===== config.mk =====
export PLATFORM = sky130hd
export DESIGN_NAME = iofs_top
export DESIGN_NICKNAME = d
export VERILOG_FILES = /design/src/inc/iofs_pkg.sv /design/src/inc/iofs_tmr_if.sv /design/src/logic/iofs_timer.sv /design/src/logic/iofs_top.sv
export SDC_FILE = /design/constraint.sdc
export NUM_CORES = 1
export LEC_CHECK = 0
export BUFFER_PORTS_ARGS = -buffer_cell sky130_fd_sc_hd__buf_2
export CELL_PAD_IN_SITES_DETAIL_PLACEMENT = 0
export CELL_PAD_IN_SITES_GLOBAL_PLACEMENT = 1
export CORE_ASPECT_RATIO = 1.4
export CORE_MARGIN = 8
export CORE_UTILIZATION = 40
export DETAILED_ROUTE_END_ITERATION = 6
export PLACE_DENSITY_LB_ADDON = 0.12
export SKIP_CTS_REPAIR_TIMING = 1
export SLEW_MARGIN = 10
export SYNTH_ARGS = -nofsm -noshare
export SYNTH_HDL_FRONTEND = slang
export SYNTH_SLANG_ARGS = --single-unit

===== constraint.sdc =====
create_clock -name CLK_IN -period 3.25 [get_ports CLK_IN]
set_clock_uncertainty 0.2 [all_clocks]
set_input_delay 0.65 -clock CLK_IN [delete_from_list [all_inputs] [get_ports CLK_IN]]
set_output_delay 0.65 -clock CLK_IN [all_outputs]
set_load 0.01 [all_outputs]

===== src/inc/iofs_pkg.sv =====
// constants and types for the function and sense strobe block
package iofs_pkg;
    localparam int unsigned CLK_HZ      = 125_000_000;
    localparam int unsigned STROBE_NS   = 6000;
    localparam int unsigned CLK_NS      = 1_000_000_000 / CLK_HZ;
    // least time, rounded up
    localparam int unsigned STROBE_CYC  = (STROBE_NS + CLK_NS - 1) / CLK_NS;
    localparam int unsigned CODE_W      = 12;
    localparam int unsigned CNT_W       = 10;
    localparam logic [CNT_W-1:0] CNT_ZERO = 10'h000;
    localparam logic [CNT_W-1:0] CNT_LAST = CNT_W'(STROBE_CYC - 1);

    // request kinds, as on the command port
    typedef enum logic [1:0] {
        IOFS_IN_FUNC  = 2'h0,
        IOFS_IN_SENSE = 2'h1,
        IOFS_OUT_FUNC = 2'h2,
        IOFS_OUT_SENSE = 2'h3
    } iofs_kind_e;

    typedef enum logic [2:0] {
        IOFS_IDLE   = 3'h1,
        IOFS_STROBE = 3'h2,
        IOFS_DONE   = 3'h4
    } iofs_state_e;
endpackage : iofs_pkg


===== src/inc/iofs_tmr_if.sv =====
// interface between sequencer and strobe timer
interface iofs_tmr_if;
    import iofs_pkg::*;
    logic start;
    logic last;
    modport ctl (output start, input last);
    modport tmr (input start, output last);
endinterface : iofs_tmr_if


===== src/logic/iofs_timer.sv =====
// strobe length counter
module iofs_timer
    import iofs_pkg::*;
(
    input  wire logic  clk_in,
    input  wire logic  rst_in,
    iofs_tmr_if.tmr    tif
);
    logic [CNT_W-1:0] cnt_reg;
    logic [CNT_W-1:0] cnt_next;
    logic             run_reg;
    logic             run_next;

    // next count: run from start until last cycle of strobe
    always_comb begin
        cnt_next = cnt_reg;
        run_next = run_reg;
        if (tif.start) begin
            cnt_next = CNT_ZERO;
            run_next = 1'b1;
        end else if (run_reg) begin
            if (cnt_reg == CNT_LAST) begin
                run_next = 1'b0;
            end else begin
                cnt_next = cnt_reg + CNT_W'(1);
            end
        end
    end

    // registers
    always_ff @(posedge clk_in) begin
        if (rst_in) begin
            cnt_reg <= CNT_ZERO;
            run_reg <= 1'b0;
        end else begin
            cnt_reg <= cnt_next;
            run_reg <= run_next;
        end
    end

    assign tif.last = run_reg && (cnt_reg == CNT_LAST);
endmodule : iofs_timer


===== src/logic/iofs_top.sv =====
// computer-side function and sense strobe sequencer
module iofs_top
    import iofs_pkg::*;
#(
    parameter bit TRANSFER_GROUP = 1'b0
) (
    input  wire logic              CLK_IN,
    input  wire logic              RST_IN,
    input  wire logic              REQ_VALID_IN,
    input  wire logic [1:0]        REQ_KIND_IN,
    input  wire logic [CODE_W-1:0] REQ_CODE_IN,
    output logic                   REQ_READY_OUT,
    input  wire logic              SENSE_RESP_IN,
    output logic [CODE_W-1:0]      FUNC_CODE_OUT,
    output logic                   IN_FUNC_RDY_OUT,
    output logic                   IN_SENSE_RDY_OUT,
    output logic                   OUT_FUNC_RDY_OUT,
    output logic                   OUT_SENSE_RDY_OUT,
    output logic                   DONE_OUT,
    output logic                   RESULT_OUT,
    output logic                   REJECT_OUT
);
    iofs_tmr_if tif ();

    iofs_state_e       state_reg;
    iofs_state_e       state_next;
    logic [CODE_W-1:0] code_reg;
    logic [CODE_W-1:0] code_next;
    logic [3:0]        strb_reg;
    logic [3:0]        strb_next;
    logic              done_reg;
    logic              done_next;
    logic              res_reg;
    logic              res_next;
    logic              rej_reg;
    logic              rej_next;
    logic              kind_ok;

    // one-hot strobe pattern for a request kind
    function automatic logic [3:0] kind_onehot(input logic [1:0] k);
        logic [3:0] v;
        v = 4'h0;
        v[k] = 1'b1;
        return v;
    endfunction : kind_onehot

    // input kinds are absent on the transfer group
    function automatic logic kind_allowed(input logic [1:0] k);
        return !(TRANSFER_GROUP && (k == IOFS_IN_FUNC || k == IOFS_IN_SENSE));
    endfunction : kind_allowed

    // true while a sense strobe of either direction is up
    function automatic logic is_sense(input logic [3:0] s);
        return s[IOFS_IN_SENSE] || s[IOFS_OUT_SENSE];
    endfunction : is_sense

    iofs_timer u_timer (
        .clk_in (CLK_IN),
        .rst_in (RST_IN),
        .tif    (tif)
    );

    ////////////////////////////////////////////////////////////////////
    // sequencer next state
    always_comb begin
        state_next = state_reg;
        code_next  = code_reg;
        strb_next  = strb_reg;
        done_next  = 1'b0;
        res_next   = res_reg;
        rej_next   = 1'b0;
        tif.start  = 1'b0;
        kind_ok    = kind_allowed(REQ_KIND_IN);
        case (state_reg)
            IOFS_IDLE: begin
                if (REQ_VALID_IN && !kind_ok) begin
                    rej_next = 1'b1;
                end else if (REQ_VALID_IN) begin
                    code_next  = REQ_CODE_IN;
                    strb_next  = kind_onehot(REQ_KIND_IN);
                    tif.start  = 1'b1;
                    state_next = IOFS_STROBE;
                end
            end
            IOFS_STROBE: begin
                if (tif.last) begin
                    strb_next = 4'h0;
                    // sample at strobe end, invert on low code bit
                    if (is_sense(strb_reg)) begin
                        res_next = SENSE_RESP_IN ^ code_reg[0];
                    end
                    done_next  = 1'b1;
                    state_next = IOFS_DONE;
                end
            end
            IOFS_DONE: begin
                state_next = IOFS_IDLE;
            end
            default: begin
                state_next = IOFS_IDLE;
                strb_next  = 4'h0;
            end
        endcase
    end

    // sequencer registers
    always_ff @(posedge CLK_IN) begin
        if (RST_IN) begin
            state_reg <= IOFS_IDLE;
            code_reg  <= 12'h000;
            strb_reg  <= 4'h0;
            done_reg  <= 1'b0;
            res_reg   <= 1'b0;
            rej_reg   <= 1'b0;
        end else begin
            state_reg <= state_next;
            code_reg  <= code_next;
            strb_reg  <= strb_next;
            done_reg  <= done_next;
            res_reg   <= res_next;
            rej_reg   <= rej_next;
        end
    end

    ////////////////////////////////////////////////////////////////////
    // outputs
    assign REQ_READY_OUT     = (state_reg == IOFS_IDLE);
    assign FUNC_CODE_OUT     = code_reg;
    assign IN_FUNC_RDY_OUT   = strb_reg[IOFS_IN_FUNC];
    assign IN_SENSE_RDY_OUT  = strb_reg[IOFS_IN_SENSE];
    assign OUT_FUNC_RDY_OUT  = strb_reg[IOFS_OUT_FUNC];
    assign OUT_SENSE_RDY_OUT = strb_reg[IOFS_OUT_SENSE];
    assign DONE_OUT          = done_reg;
    assign RESULT_OUT        = res_reg;
    assign REJECT_OUT        = rej_reg;

    ////////////////////////////////////////////////////////////////////
    // checks
    logic [CNT_W:0] hi_cnt_reg;
    logic [CNT_W:0] hi_cnt_next;

    // high cycles of the current strobe so far, cleared while all are low
    always_comb begin
        hi_cnt_next = hi_cnt_reg + (CNT_W+1)'(1);
        if (strb_reg == 4'h0) begin
            hi_cnt_next = '0;
        end
    end

    // length counter register
    always_ff @(posedge CLK_IN) begin
        if (RST_IN) begin
            hi_cnt_reg <= '0;
        end else begin
            hi_cnt_reg <= hi_cnt_next;
        end
    end

    // strobe shape; a reset in mid strobe also drops it, so skip that edge
    strobe_length_a: assert property (@(posedge CLK_IN) disable iff (RST_IN)
        (!$past(RST_IN) && $fell(|strb_reg)) |->
        ($past(hi_cnt_reg) == (CNT_W+1)'(STROBE_CYC - 1)))
        else $error("strobe length wrong");

    strobe_bound_a: assert property (@(posedge CLK_IN) disable iff (RST_IN)
        (|strb_reg) |-> (hi_cnt_reg < (CNT_W+1)'(STROBE_CYC)))
        else $error("strobe too long");

    timer_sync_a: assert property (@(posedge CLK_IN) disable iff (RST_IN)
        tif.last |-> (hi_cnt_reg == (CNT_W+1)'(STROBE_CYC - 1)))
        else $error("timer end out of step");

    done_pulse_a: assert property (@(posedge CLK_IN) disable iff (RST_IN)
        (!$past(RST_IN) && $fell(|strb_reg)) |-> DONE_OUT ##1 !DONE_OUT)
        else $error("done not with strobe end");

    done_at_end_a: assert property (@(posedge CLK_IN) disable iff (RST_IN)
        DONE_OUT |-> $fell(|strb_reg))
        else $error("done without strobe end");

    // one strobe at a time, code steady under it
    one_strobe_a: assert property (@(posedge CLK_IN) disable iff (RST_IN)
        $onehot0(strb_reg))
        else $error("more than one strobe");

    code_stable_a: assert property (@(posedge CLK_IN) disable iff (RST_IN)
        (|strb_reg && $past(|strb_reg)) |-> $stable(FUNC_CODE_OUT))
        else $error("code moved during strobe");

    code_present_a: assert property (@(posedge CLK_IN) disable iff (RST_IN)
        $rose(|strb_reg) |-> (FUNC_CODE_OUT == $past(REQ_CODE_IN)))
        else $error("code not on lines with strobe");

    code_hold_a: assert property (@(posedge CLK_IN) disable iff (RST_IN)
        (!$past(RST_IN) && !$rose(|strb_reg)) |-> $stable(FUNC_CODE_OUT))
        else $error("code moved outside request");

    // sense sampling at the strobe end only
    sense_sample_a: assert property (@(posedge CLK_IN) disable iff (RST_IN)
        (!$past(RST_IN) && ($fell(IN_SENSE_RDY_OUT) || $fell(OUT_SENSE_RDY_OUT))) |->
        (RESULT_OUT == ($past(SENSE_RESP_IN) ^ FUNC_CODE_OUT[0])))
        else $error("sense result wrong");

    result_hold_a: assert property (@(posedge CLK_IN) disable iff (RST_IN)
        (!$past(RST_IN) && !$fell(IN_SENSE_RDY_OUT) && !$fell(OUT_SENSE_RDY_OUT)) |->
        $stable(RESULT_OUT))
        else $error("result changed early");

    // request handshake and refusals
    no_input_a: assert property (@(posedge CLK_IN) disable iff (RST_IN)
        TRANSFER_GROUP |-> !(IN_FUNC_RDY_OUT || IN_SENSE_RDY_OUT))
        else $error("input strobe on transfer group");

    reject_pulse_a: assert property (@(posedge CLK_IN) disable iff (RST_IN)
        (REQ_VALID_IN && REQ_READY_OUT && !kind_allowed(REQ_KIND_IN)) |=>
        (REJECT_OUT && (strb_reg == 4'h0)))
        else $error("refused kind not rejected");

    reject_quiet_a: assert property (@(posedge CLK_IN) disable iff (RST_IN)
        REJECT_OUT |-> ($past(REQ_VALID_IN) && !kind_allowed($past(REQ_KIND_IN))))
        else $error("reject without refused kind");

    ready_busy_a: assert property (@(posedge CLK_IN) disable iff (RST_IN)
        (|strb_reg || DONE_OUT) |-> !REQ_READY_OUT)
        else $error("ready while busy");

    start_strobe_a: assert property (@(posedge CLK_IN) disable iff (RST_IN)
        (REQ_VALID_IN && REQ_READY_OUT && kind_allowed(REQ_KIND_IN)) |=>
        (strb_reg == kind_onehot($past(REQ_KIND_IN))))
        else $error("strobe not raised");
endmodule : iofs_top


=== Word level (Yosys, flattened, before mapping) ===
Index checks and enable logic that the tools add are counted.

* Add/subtract/negate cells: 1
* Order comparisons: 2
* Eq/ne operators: 6
* Muxes and demuxes: 14
* Bitwise logic cells: 4
* Reductions and logical operators: 10

{| class="wikitable"
|+ Operators with widths
! cell !! number
|-
| $pmux 4 s3 || 1
|-
| $add 10x1->10 const B || 1
|-
| $eq 10x10->1 const B || 1
|-
| $mux 4 || 2
|-
| $mux 1 || 7
|-
| $mux 3 || 2
|-
| $pmux 3 s2 || 1
|-
| $reduce_and 2->1 || 3
|-
| $reduce_and 3->1 || 2
|-
| $ne 2x2->1 const B || 2
|-
| $reduce_or 2->1 || 2
|-
| $eq 3x1->1 const B || 1
|-
| $eq 3x2->1 const B || 1
|-
| $eq 3x3->1 const B || 1
|-
| $lt 2x3->1 const B || 1
|-
| $not 1->1 || 3
|-
| $demux 1 s2 || 1
|-
| $ge 2x1->1 const B || 1
|-
| $logic_and 1x1->1 || 2
|-
| $logic_or 1x1->1 || 1
|-
| $xor 1x1->1 || 1
|}

* Register bits after elaboration: 32
* Input port bits: 18

=== Depth between registers and ports, before layout ===
Gate-level depths: netlist (run 1).

* Word-level depth: 6
* Depth in mapped cells: 6
* Gate-level depth less buffers: 6

=== Hierarchy ===
A second synthesis (run 1) with hierarchy kept.

* Cells, all modules: 172
* Area total of the unflattened synthesis: 1481.4 µm²

{| class="wikitable"
|+ By module, submodules not included
! module !! times used !! cells an instance !! area each (µm²) !! sequential area each (µm²)
|-
| iofs_top || 1 || 104 || 858.3 || 420.4
|-
| iofs_timer || 1 || 68 || 623.1 || 220.2
|}

=== Worst setup path after synthesis (run 1) ===
OpenSTA, ideal clock, no wires.

* Kind: input port to flip-flop
* Start point: in RST_IN
* End point: reg u_timer.run_reg
* Setup time: 0.128 ns
* Arrival: 1.263 ns
* Path slack: 1.659 ns
* Stages: 3
* Path through: clkbuf_1 > clkbuf_1 > nor2_1

{| class="wikitable"
|+ RTL lines
! item !! RTL line !! RTL
|-
| start: declaration || iofs_top.sv:8 || <nowiki>input wire logic RST_IN,</nowiki>
|-
| end signal: assignment || iofs_timer.sv:37 || <nowiki>run_reg <= run_next;</nowiki>
|-
| end: declaration || iofs_timer.sv:11 || <nowiki>logic run_reg;</nowiki>
|}

No word-level cell between the ends.

=== Worst setup path in the final report (run 1) ===
* Start point: reg state_reg[0]
* End point: out REQ_READY_OUT

* Word-level cells in the longest chain between the ends: 1

{| class="wikitable"
|+ RTL lines
! item !! RTL line !! RTL
|-
| start: declaration || iofs_top.sv:25 || <nowiki>iofs_state_e state_reg;</nowiki>
|-
| start signal: assignment || iofs_top.sv:116 || <nowiki>state_reg <= state_next;</nowiki>
|-
| $eq 3x1->1 || iofs_top.sv:127 || <nowiki>assign REQ_READY_OUT = (state_reg == IOFS_IDLE);</nowiki>
|-
| end: declaration || iofs_top.sv:12 || <nowiki>output logic REQ_READY_OUT,</nowiki>
|}

No other way between the ends.

==> impl_metrics.tcl, run 1 <==
set metrics [dict create \
    htreeDepth 2 \
    status "finished, final reports clean" \
    cp_slowest_cell "dfxtp_1" \
    numCtsBuffers 5 \
    layout_min_cycle_time_ns 1.91 \
    yosysSeqAreaShare_pct 47.0 \
    clk_latency_ns 0.28 \
    startpoint_type "flip-flop" \
    cts.sinks 32 \
    syn_avg_cell_area_um2 8.63 \
    fillers 351 \
    ios 38 \
    vias 1183 \
    final_core_util_pct 49.6 \
    syn_inst 158 \
    rsz0062_at_grt "false" \
    path_cells "nor3b_2 > buf_2" \
    dp_hpwl_mm 2.28 \
    power_mw 0.818 \
    crit_fanout 6 \
    syn_to_final_growth_pct 20.6 \
    synth-seq-cells 32 \
    synth_nets 178 \
    die_w_um 65.4 \
    grt_max_degree 26 \
    grt_pass1_vias 1212 \
    viasPerCell 5.06 \
    clk_pin_slew_ns 0.07 \
    clockBufferDepth 2 \
    cts_root_buf "clkbuf_8" \
    path_class "reg -> out" \
    largest_register_ffs 12 \
    fp.dieArea_um2 5560 \
    yosysWarnings 0 \
    num-nets-final 213 \
    synth.cell_area_um2 1360 \
    slowest_delay_ns 0.43 \
    grt_overflow_total 0 \
    crit_path_end_kind "output pin" \
    port-buffer-count 36 \
    cap_violations 0 \
    drc 0 \
    drt_iter0_markers 55 \
    p_per_area_nw_per_um2 498 \
    antenna_found_initial 0 \
    cp.required_ns 2.40 \
    critPathArrivalTime_ns 1.06 \
    dieHeight_um 85.1 \
    fin_crit_sh_pct 58.7 \
    synth_cell_types 41 \
    grt_usage_pct 12.0 \
    hold_class "reg -> reg" \
    pre_cts_ws_ns 1.09 \
    setup_ws_ns 1.34 \
    cts_tree "built" \
    fp-row-count 25 \
    crit_buf_inv 1 \
    wl_per_cell_um 13.0 \
    gp_congestion 0.710 \
    fin_tns_setup_ns 0 \
    finalNonFillerCells 234 \
    diodes 0 \
    routed_wl_mm 3.05 \
    ir_worst_vdd_mv 0.306 \
    ant_nets 0 \
    dp_cells 226 \
    setup_viol 0 \
    start_util_pct 41.1 \
    critical_path.top_delay_family "flip-flops" \
    core_area_um2 3320 \
    grt_pass1_wl_mm 5.33 \
    leakagePower_nw 0.672 \
    final_hold_viol_count 0 \
    max_freq_ghz 0.524 \
    drv_slew 0 \
    firstDrtPassIters 4 \
    drive_gt1_share_pct 26.3 \
]
[cells in the mapped netlist]
master / count / share of area (%)
a21oi_1: 15 / 5.5
o21a_1: 1 / 0.55
nand4bb_2: 1 / 1.2
buf_2: 3 / 1.1
xor2_1: 1 / 0.64
nor3b_2: 1 / 0.92
a41oi_2: 1 / 1.2
a31oi_1: 2 / 0.92
nand4_1: 4 / 1.8
nand3_1: 2 / 0.73
conb_1: 1 / 0.27
o21ai_1: 1 / 0.37
clkbuf_1: 2 / 0.55
and2_2: 1 / 0.55
xnor2_1: 5 / 3.2
and3_1: 2 / 0.92
nor3b_1: 1 / 0.55
inv_1: 5 / 1.4
nand3b_1: 1 / 0.55
mux2i_1: 1 / 0.73
o22ai_1: 1 / 0.46
nand2b_1: 5 / 2.3
or3_1: 1 / 0.46
a211oi_1: 2 / 1.1
dfxtp_1: 32 / 47
nand3_2: 1 / 0.73
ha_1: 2 / 1.8
nand2_1: 30 / 8.3
a211o_1: 1 / 0.64
clkbuf_2: 1 / 0.37
and4bb_4: 1 / 1.2
o41ai_1: 1 / 0.64
o32ai_1: 1 / 0.64
o21ai_0: 3 / 1.1
nor2_1: 14 / 3.9
nor2b_1: 1 / 0.46
nor4_1: 3 / 1.4
a2bb2oi_2: 1 / 1.1
nor3_1: 3 / 1.1
o2bb2ai_1: 1 / 0.64
buf_4: 2 / 1.1
[tightest hold or removal path: stages, from the launching register on]
cell	delay [ns]
dfxtp_1	0.31
nand2_1	0.05
a21oi_1	0.05
[cell usage in the layout (no fill, tap or decap), types with 2 or more instances in the layout]
cell type	synthesis	final
a211oi_1	2	2
a21oi_1	15	15
a31oi_1	2	2
and3_1	2	2
buf_2	3	36
clkbuf_8	0	6
clkinv_2	0	2
dfxtp_1	32	32
ha_1	2	2
inv_1	5	5
nand2_1	30	30
nand2b_1	5	5
nand3_1	2	2
nand4_1	4	4
nor2_1	14	14
nor3_1	3	3
nor4_1	3	3
o21ai_0	3	3
xnor2_1	5	5
[area by class of cell]
cell class                      count  area (µm²)  share of cell area, %
Inverter                            5        18.8                   1.14
Tap cell                           40        50.0                   3.04
Timing Repair Buffer               36         180                   11.0
Clock buffer                        6        82.6                   5.02
Multi-Input combinational cell    113         662                   40.3
Clock inverter                      2        10.0                  0.609
Sequential cell                    32         641                   39.0
[routing by layer]
layer  global-route usage [%]  part of all wire (%)
met2                     20.7                    53
met3                     5.67                   6.2
met4                     5.38                   1.7
met5                        0                     0
met1                     11.7                    40
[power breakdown]
| part | internal [mW] | total, mW | leakage [nW] | switching [mW] |
|---|---|---|---|---|
| logic | 0.0384 | 0.0880 | 0.360 | 0.0497 |
| clock network | 0.169 | 0.309 | 0.0510 | 0.140 |
| registers | 0.409 | 0.421 | 0.261 | 0.0127 |
| total | 0.616 | 0.818 | 0.672 | 0.203 |
[logic make-up (layout without fill, tap and decap cells)]
group / count (synthesis) / in the layout / synth area share (%)
simple gates: 72 / 72 / 27.0
flops: 32 / 32 / 47.0
compound gates: 31 / 31 / 14.9
buf+inv: 13 / 49 / 4.49
xor+xnor: 6 / 6 / 3.85
fa+ha+maj: 2 / 2 / 1.83
other cells: 1 / 1 / 0.275
mux: 1 / 1 / 0.734
[through the flow]
step,instance area [µm²],hold slack [ns]
global placement,1550,0.242
finish,1640,0.256
global route,1640,0.283
detailed placement,1550,0.248
floorplan,1360,0.281
CTS,1640,0.258
[worst paths after layout]
path / from / endpoint / slack, ns / depth (start not counted)
max: state_reg[0]$_SDFFE_PP1P_ / REQ_READY_OUT / 1.34 / 2
min: FUNC_CODE_OUT[7]$_SDFFE_PP0P_ / FUNC_CODE_OUT[7]$_SDFFE_PP0P_ / 0.26 / 2
max reg2reg: state_reg[2]$_SDFFE_PP0P_ / u_timer.cnt_reg[3]$_SDFFE_PP0P_ / 1.39 / 4
min reg2reg: FUNC_CODE_OUT[7]$_SDFFE_PP0P_ / FUNC_CODE_OUT[7]$_SDFFE_PP0P_ / 0.26 / 2
Note: power is estimated with default switching activity, not from simulation.
==> run 2, diff against run 1 <==
--- a/config.mk
+++ b/config.mk
@@ -10,7 +10,7 @@
 export CELL_PAD_IN_SITES_GLOBAL_PLACEMENT = 1
 export CORE_ASPECT_RATIO = 1.4
 export CORE_MARGIN = 8
-export CORE_UTILIZATION = 40
+export CORE_UTILIZATION = 33
 export DETAILED_ROUTE_END_ITERATION = 6
 export PLACE_DENSITY_LB_ADDON = 0.12
 export SKIP_CTS_REPAIR_TIMING = 1
==> constraint.sdc (replaced) <==
create_clock -name CLK_IN -period 1.6 [get_ports CLK_IN]
set_clock_uncertainty 0.2 [all_clocks]
set_input_delay 0.32 -clock CLK_IN [delete_from_list [all_inputs] [get_ports CLK_IN]]
set_output_delay 0.32 -clock CLK_IN [all_outputs]
set_load 0.01 [all_outputs]
==> run 2 against run 1 <==
  * Largest cell class unchanged
  * Non-clock buffer count up 12
  * Cell count up 6.4%
  * Critical endpoint unchanged
  * Worst hold slack worse by 0.19 ns
==> impl_metrics.tcl, run 2 (same netlist as run 1, synthesis figures left out) <==
set metrics [dict create \
    final_hold_viol_count 0 \
    drv_slew 0 \
    cp.depth 2 \
    cp_slowest_cell "dfxtp_1" \
    path_class "reg -> out" \
    grt_pass1_vias 1310 \
    place_area_um2 1630 \
    final_cell_mix "buf_2 (36), nand2_1 (30), dfxtp_1 (28)" \
    ios 38 \
    fp.dieArea_um2 6470 \
    clockBufferDepth 2 \
    reg2reg_slack_ns 0.06 \
    seqCellArea_um2 648 \
    wl_per_cell_um 13.7 \
    cts_root_buf "clkbuf_8" \
    diodes 0 \
    worstHoldEndpoint "strb_reg[2]$_SDFFE_PP0P_" \
    fin_crit_sh_pct 96.8 \
    gp_congestion 0.817 \
    leakagePower_nw 0.740 \
    vias 1256 \
    cts_tree "built" \
    slowest_delay_ns 0.38 \
    ant_nets 0 \
    die_w_um 70.3 \
    hold_class "in -> reg" \
    fin_area_um2 1830 \
    drive_gt1_share_pct 36.9 \
    numCtsBuffers 5 \
    drt_iter0_markers 47 \
    startpoint_type "flip-flop" \
    status "finished, final reports clean" \
    rsz0062_at_grt "true" \
    setup_ws_ns 0.0518 \
    htreeDepth 2 \
    routed_wl_mm 3.42 \
    reg2reg_from "u_timer.cnt_reg[1]$_SDFFE_PP0P_" \
    grt_pass1_wl_mm 5.86 \
    grt_max_degree 25 \
    fin_tns_setup_ns 0 \
    cap_violations 0 \
    clk_pin_slew_ns 0.06 \
    p_per_area_nw_per_um2 929 \
    start_util_pct 34.5 \
    crit_fanout 6 \
    largest_register_ffs 12 \
    pre_cts_ws_ns -0.0259 \
    ir_worst_vdd_mv 0.682 \
    multi_input_area_um2 748 \
    layout_min_cycle_time_ns 1.55 \
    crit_path_end_kind "output pin" \
    grt_usage_pct 11.0 \
    firstDrtPassIters 4 \
    final_common_cell "buf_2" \
    reg2reg_to "strb_reg[2]$_SDFFE_PP0P_" \
    port-buffer-count 36 \
    setup_viol 0 \
    clk_latency_ns 0.28 \
    critical_path.top_delay_family "flip-flops" \
    fp-row-count 27 \
    grt_overflow_total 0 \
    antenna_found_initial 0 \
    drc 0 \
    hold_start "REQ_KIND_IN[0]" \
    critPathArrivalTime_ns 1.03 \
    whs_path_depth 2 \
    cp.required_ns 1.08 \
    final_core_util_pct 46.3 \
    cts.sinks 32 \
    path_cells "nor3b_2 > buf_2" \
    reg2regPathDepth 6 \
    dieHeight_um 92.1 \
    num-nets-final 225 \
    core_area_um2 3950 \
    dp_hpwl_mm 2.52 \
    viasPerCell 5.04 \
    crit_buf_inv 1 \
    max_freq_ghz 0.646 \
    power_mw 1.70 \
    fillers 402 \
    syn_to_final_growth_pct 34.1 \
]
## run 2: worst register-to-register path: cells and delay by family (launching register included)
kind                       cells  cell delay, ns
buffers and inverters          1            0.05
adders and majority gates      1            0.11
and+or+nand+nor                2            0.43
AOI/OAI and AO/OA              2            0.31
DFF                            1            0.32
## run 2: worst max-delay path by stage
stage	start	to	slack (ns)
finish	state_reg[1]$_SDFFE_PP0P_	REQ_READY_OUT	0.05
global route	state_reg[1]$_SDFFE_PP0P_	RESULT_OUT$_SDFFE_PP0P_	-0.006
CTS	u_timer.cnt_reg[1]$_SDFFE_PP0P_	strb_reg[1]$_SDFFE_PP0P_	-0.04
detailed placement	u_timer.cnt_reg[1]$_SDFFE_PP0P_	strb_reg[1]$_SDFFE_PP0P_	-0.03
global placement	u_timer.cnt_reg[1]$_SDFFE_PP0P_	strb_reg[1]$_SDFFE_PP0P_	0.04
floorplan	u_timer.cnt_reg[1]$_SDFFE_PP0P_	u_timer.cnt_reg[0]$_SDFFE_PP0P_	0.07
## run 2: area by class of cell
| class | count | share of cell area [%] |
|---|---|---|
| clock buffers | 8 | 4.92 |
| repair buffers | 48 | 14.8 |
| flip-flops and latches | 32 | 35.4 |
| inverters | 5 | 1.03 |
| multi-input cells | 113 | 40.9 |
| well taps | 43 | 2.94 |
## run 2: report_power, final
group / internal [mW] / switching, mW / leakage [nW]
clock: 0.350 / 0.276 / 0.0455
combinational: 0.101 / 0.118 / 0.432
sequential: 0.831 / 0.0242 / 0.262
total: 1.28 / 0.418 / 0.740
## run 2: stage by stage
step | hold WS, ns | instances
3_5_place_dp | 0.246 | 239
2_1_floorplan | 0.219 | 158
5_1_grt | 0.0644 | 249
6_report | 0.0619 | 249
3_3_place_gp | 0.240 | 239
4_1_cts | 0.0506 | 247
## run 2: metal layers
layer	wire length [µm]	vias up	global-route usage [%]
met5	0	-	0
met4	69	0	5.38
met3	189	7	3.99
met2	1770	37	19.7
met1	1390	579	11.0
li1	-	633	-
==> run 3, diff against run 2 <==
--- a/config.mk
+++ b/config.mk
@@ -12,7 +12,7 @@
 export CORE_MARGIN = 8
 export CORE_UTILIZATION = 33
 export DETAILED_ROUTE_END_ITERATION = 6
-export PLACE_DENSITY_LB_ADDON = 0.12
+export PLACE_DENSITY = 0.79
 export SKIP_CTS_REPAIR_TIMING = 1
 export SLEW_MARGIN = 10
 export SYNTH_ARGS = -nofsm -noshare
==> run 3 against run 2 <==
  * Critical path depth increased by 4
  * Critical endpoint is now u_timer.cnt_reg[0]$_SDFFE_PP0P_
  * Highest routed layer unchanged
  * Total power rose by 0.21%
  * Flip-flop and latch count unchanged
  * Routed wire length decreased by 6.9%
  * Sequential share of layout area grew 1.2 points
  * Sequential power about the same
==> impl_metrics.tcl, run 3 (same netlist as run 1, synthesis figures left out) <==
set metrics [dict create \
    grt_pass1_wl_mm 5.44 \
    cts_root_buf "clkbuf_8" \
    firstDrtPassIters 6 \
    vias 1249 \
    gp_congestion 0.772 \
    fin_tns_setup_ns 0 \
    hold_class "in -> reg" \
    grt_usage_pct 10.2 \
    rsz0062_at_grt "true" \
    fp.dieArea_um2 6470 \
    core_area_um2 3950 \
    syn_to_final_growth_pct 29.4 \
    reg2reg_from "u_timer.cnt_reg[1]$_SDFFE_PP0P_" \
    fp-row-count 27 \
    largest_register_ffs 12 \
    power_mw 1.70 \
    seqCellArea_um2 647 \
    grt_overflow_total 0 \
    clockBufferDepth 2 \
    routed_wl_mm 3.18 \
    dp_cells 241 \
    hold_ws_ns 0.0638 \
    final_core_util_pct 44.7 \
    grt_max_degree 15 \
    crit_path_end_kind "flip-flop" \
    die_w_um 70.3 \
    drc 0 \
    ir_worst_vdd_mv 0.844 \
    drive_gt1_share_pct 31.6 \
    final_cell_mix "buf_2 (36), nand2_1 (30), dfxtp_1 (29)" \
    leakagePower_nw 0.733 \
    num-nets-final 225 \
    cts_tree "built" \
    hold_start "REQ_KIND_IN[0]" \
    dp_hpwl_mm 2.48 \
    met1_length_mm 1.28 \
    final_hold_viol_count 0 \
    cap_violations 0 \
    fillers 416 \
    multi_input_area_um2 686 \
    cts.sinks 32 \
    path_class "reg -> reg" \
    fin_crit_sh_pct 96.3 \
    wl_per_cell_um 12.8 \
    clk_latency_ns 0.28 \
    ant_nets 0 \
    dieHeight_um 92.1 \
    htreeDepth 2 \
    crit_fanout 4 \
    diodes 0 \
    start_util_pct 34.5 \
    startpoint_type "flip-flop" \
    final_common_cell "buf_2" \
    wl_met3_um 286 \
    routed.top_layer "met4" \
    max_freq_ghz 0.649 \
    critPathArrivalTime_ns 1.52 \
    layout_min_cycle_time_ns 1.54 \
    antenna_found_initial 0 \
    cp.required_ns 1.58 \
    status "finished, final reports clean" \
    ios 38 \
    port-buffer-count 36 \
    grt_pass1_vias 1242 \
    setup_viol 0 \
    wl_met2_mm 1.55 \
    numCtsBuffers 5 \
    drv_slew 0 \
    viasPerCell 5.02 \
    drt_iter0_markers 37 \
    clk_pin_slew_ns 0.06 \
    p_per_area_nw_per_um2 965 \
    crit_start "u_timer.cnt_reg[1]$_SDFFE_PP0P_" \
    finalNonFillerCells 249 \
]
## run 3: worst paths after layout
check	endpoint	slack [ns]	depth (start not counted)
worst max-delay path	u_timer.cnt_reg[0]$_SDFFE_PP0P_	0.06	6
worst min register to register	FUNC_CODE_OUT[9]$_SDFFE_PP0P_	0.25	2
worst max register to register	u_timer.cnt_reg[0]$_SDFFE_PP0P_	0.06	6
worst min-delay path	strb_reg[2]$_SDFFE_PP0P_	0.06	2
## run 3: cell type report
class / count / share of cell area [%]
clock buffers: 8 / 5.10
inverters: 5 / 1.06
multi-input cells: 113 / 38.8
flip-flops and latches: 32 / 36.6
well taps: 43 / 3.05
repair buffers: 48 / 15.3
## run 3: worst max-delay path, stage by stage, from the launching register on
cell,delay [ns]
dfxtp_1,0.32
inv_1,0.04
ha_1,0.16
and4bb_4,0.22
a41oi_2,0.28
xnor2_1,0.15
nor2_1,0.05
## run 3: power by group
| group | internal [mW] | switching, mW | total, mW |
|---|---|---|---|
| clock | 0.351 | 0.292 | 0.642 |
| sequential | 0.830 | 0.0226 | 0.853 |
| combinational | 0.0980 | 0.110 | 0.208 |
| total | 1.28 | 0.425 | 1.70 |
## run 3: per-stage QoR
step	area (µm²)	setup WS [ns]
global placement	1650	0.0446
global route	1770	-0.00231
CTS	1740	-0.0253
finish	1770	0.0595
detailed placement	1650	0.0224
floorplan	1360	0.0728
## run 3: per-layer routing
metal	up-vias	GRT usage (%)
met5	-	0
met4	0	4.54
met3	7	5.39
met2	38	17.0
met1	569	10.3
li1	635	-
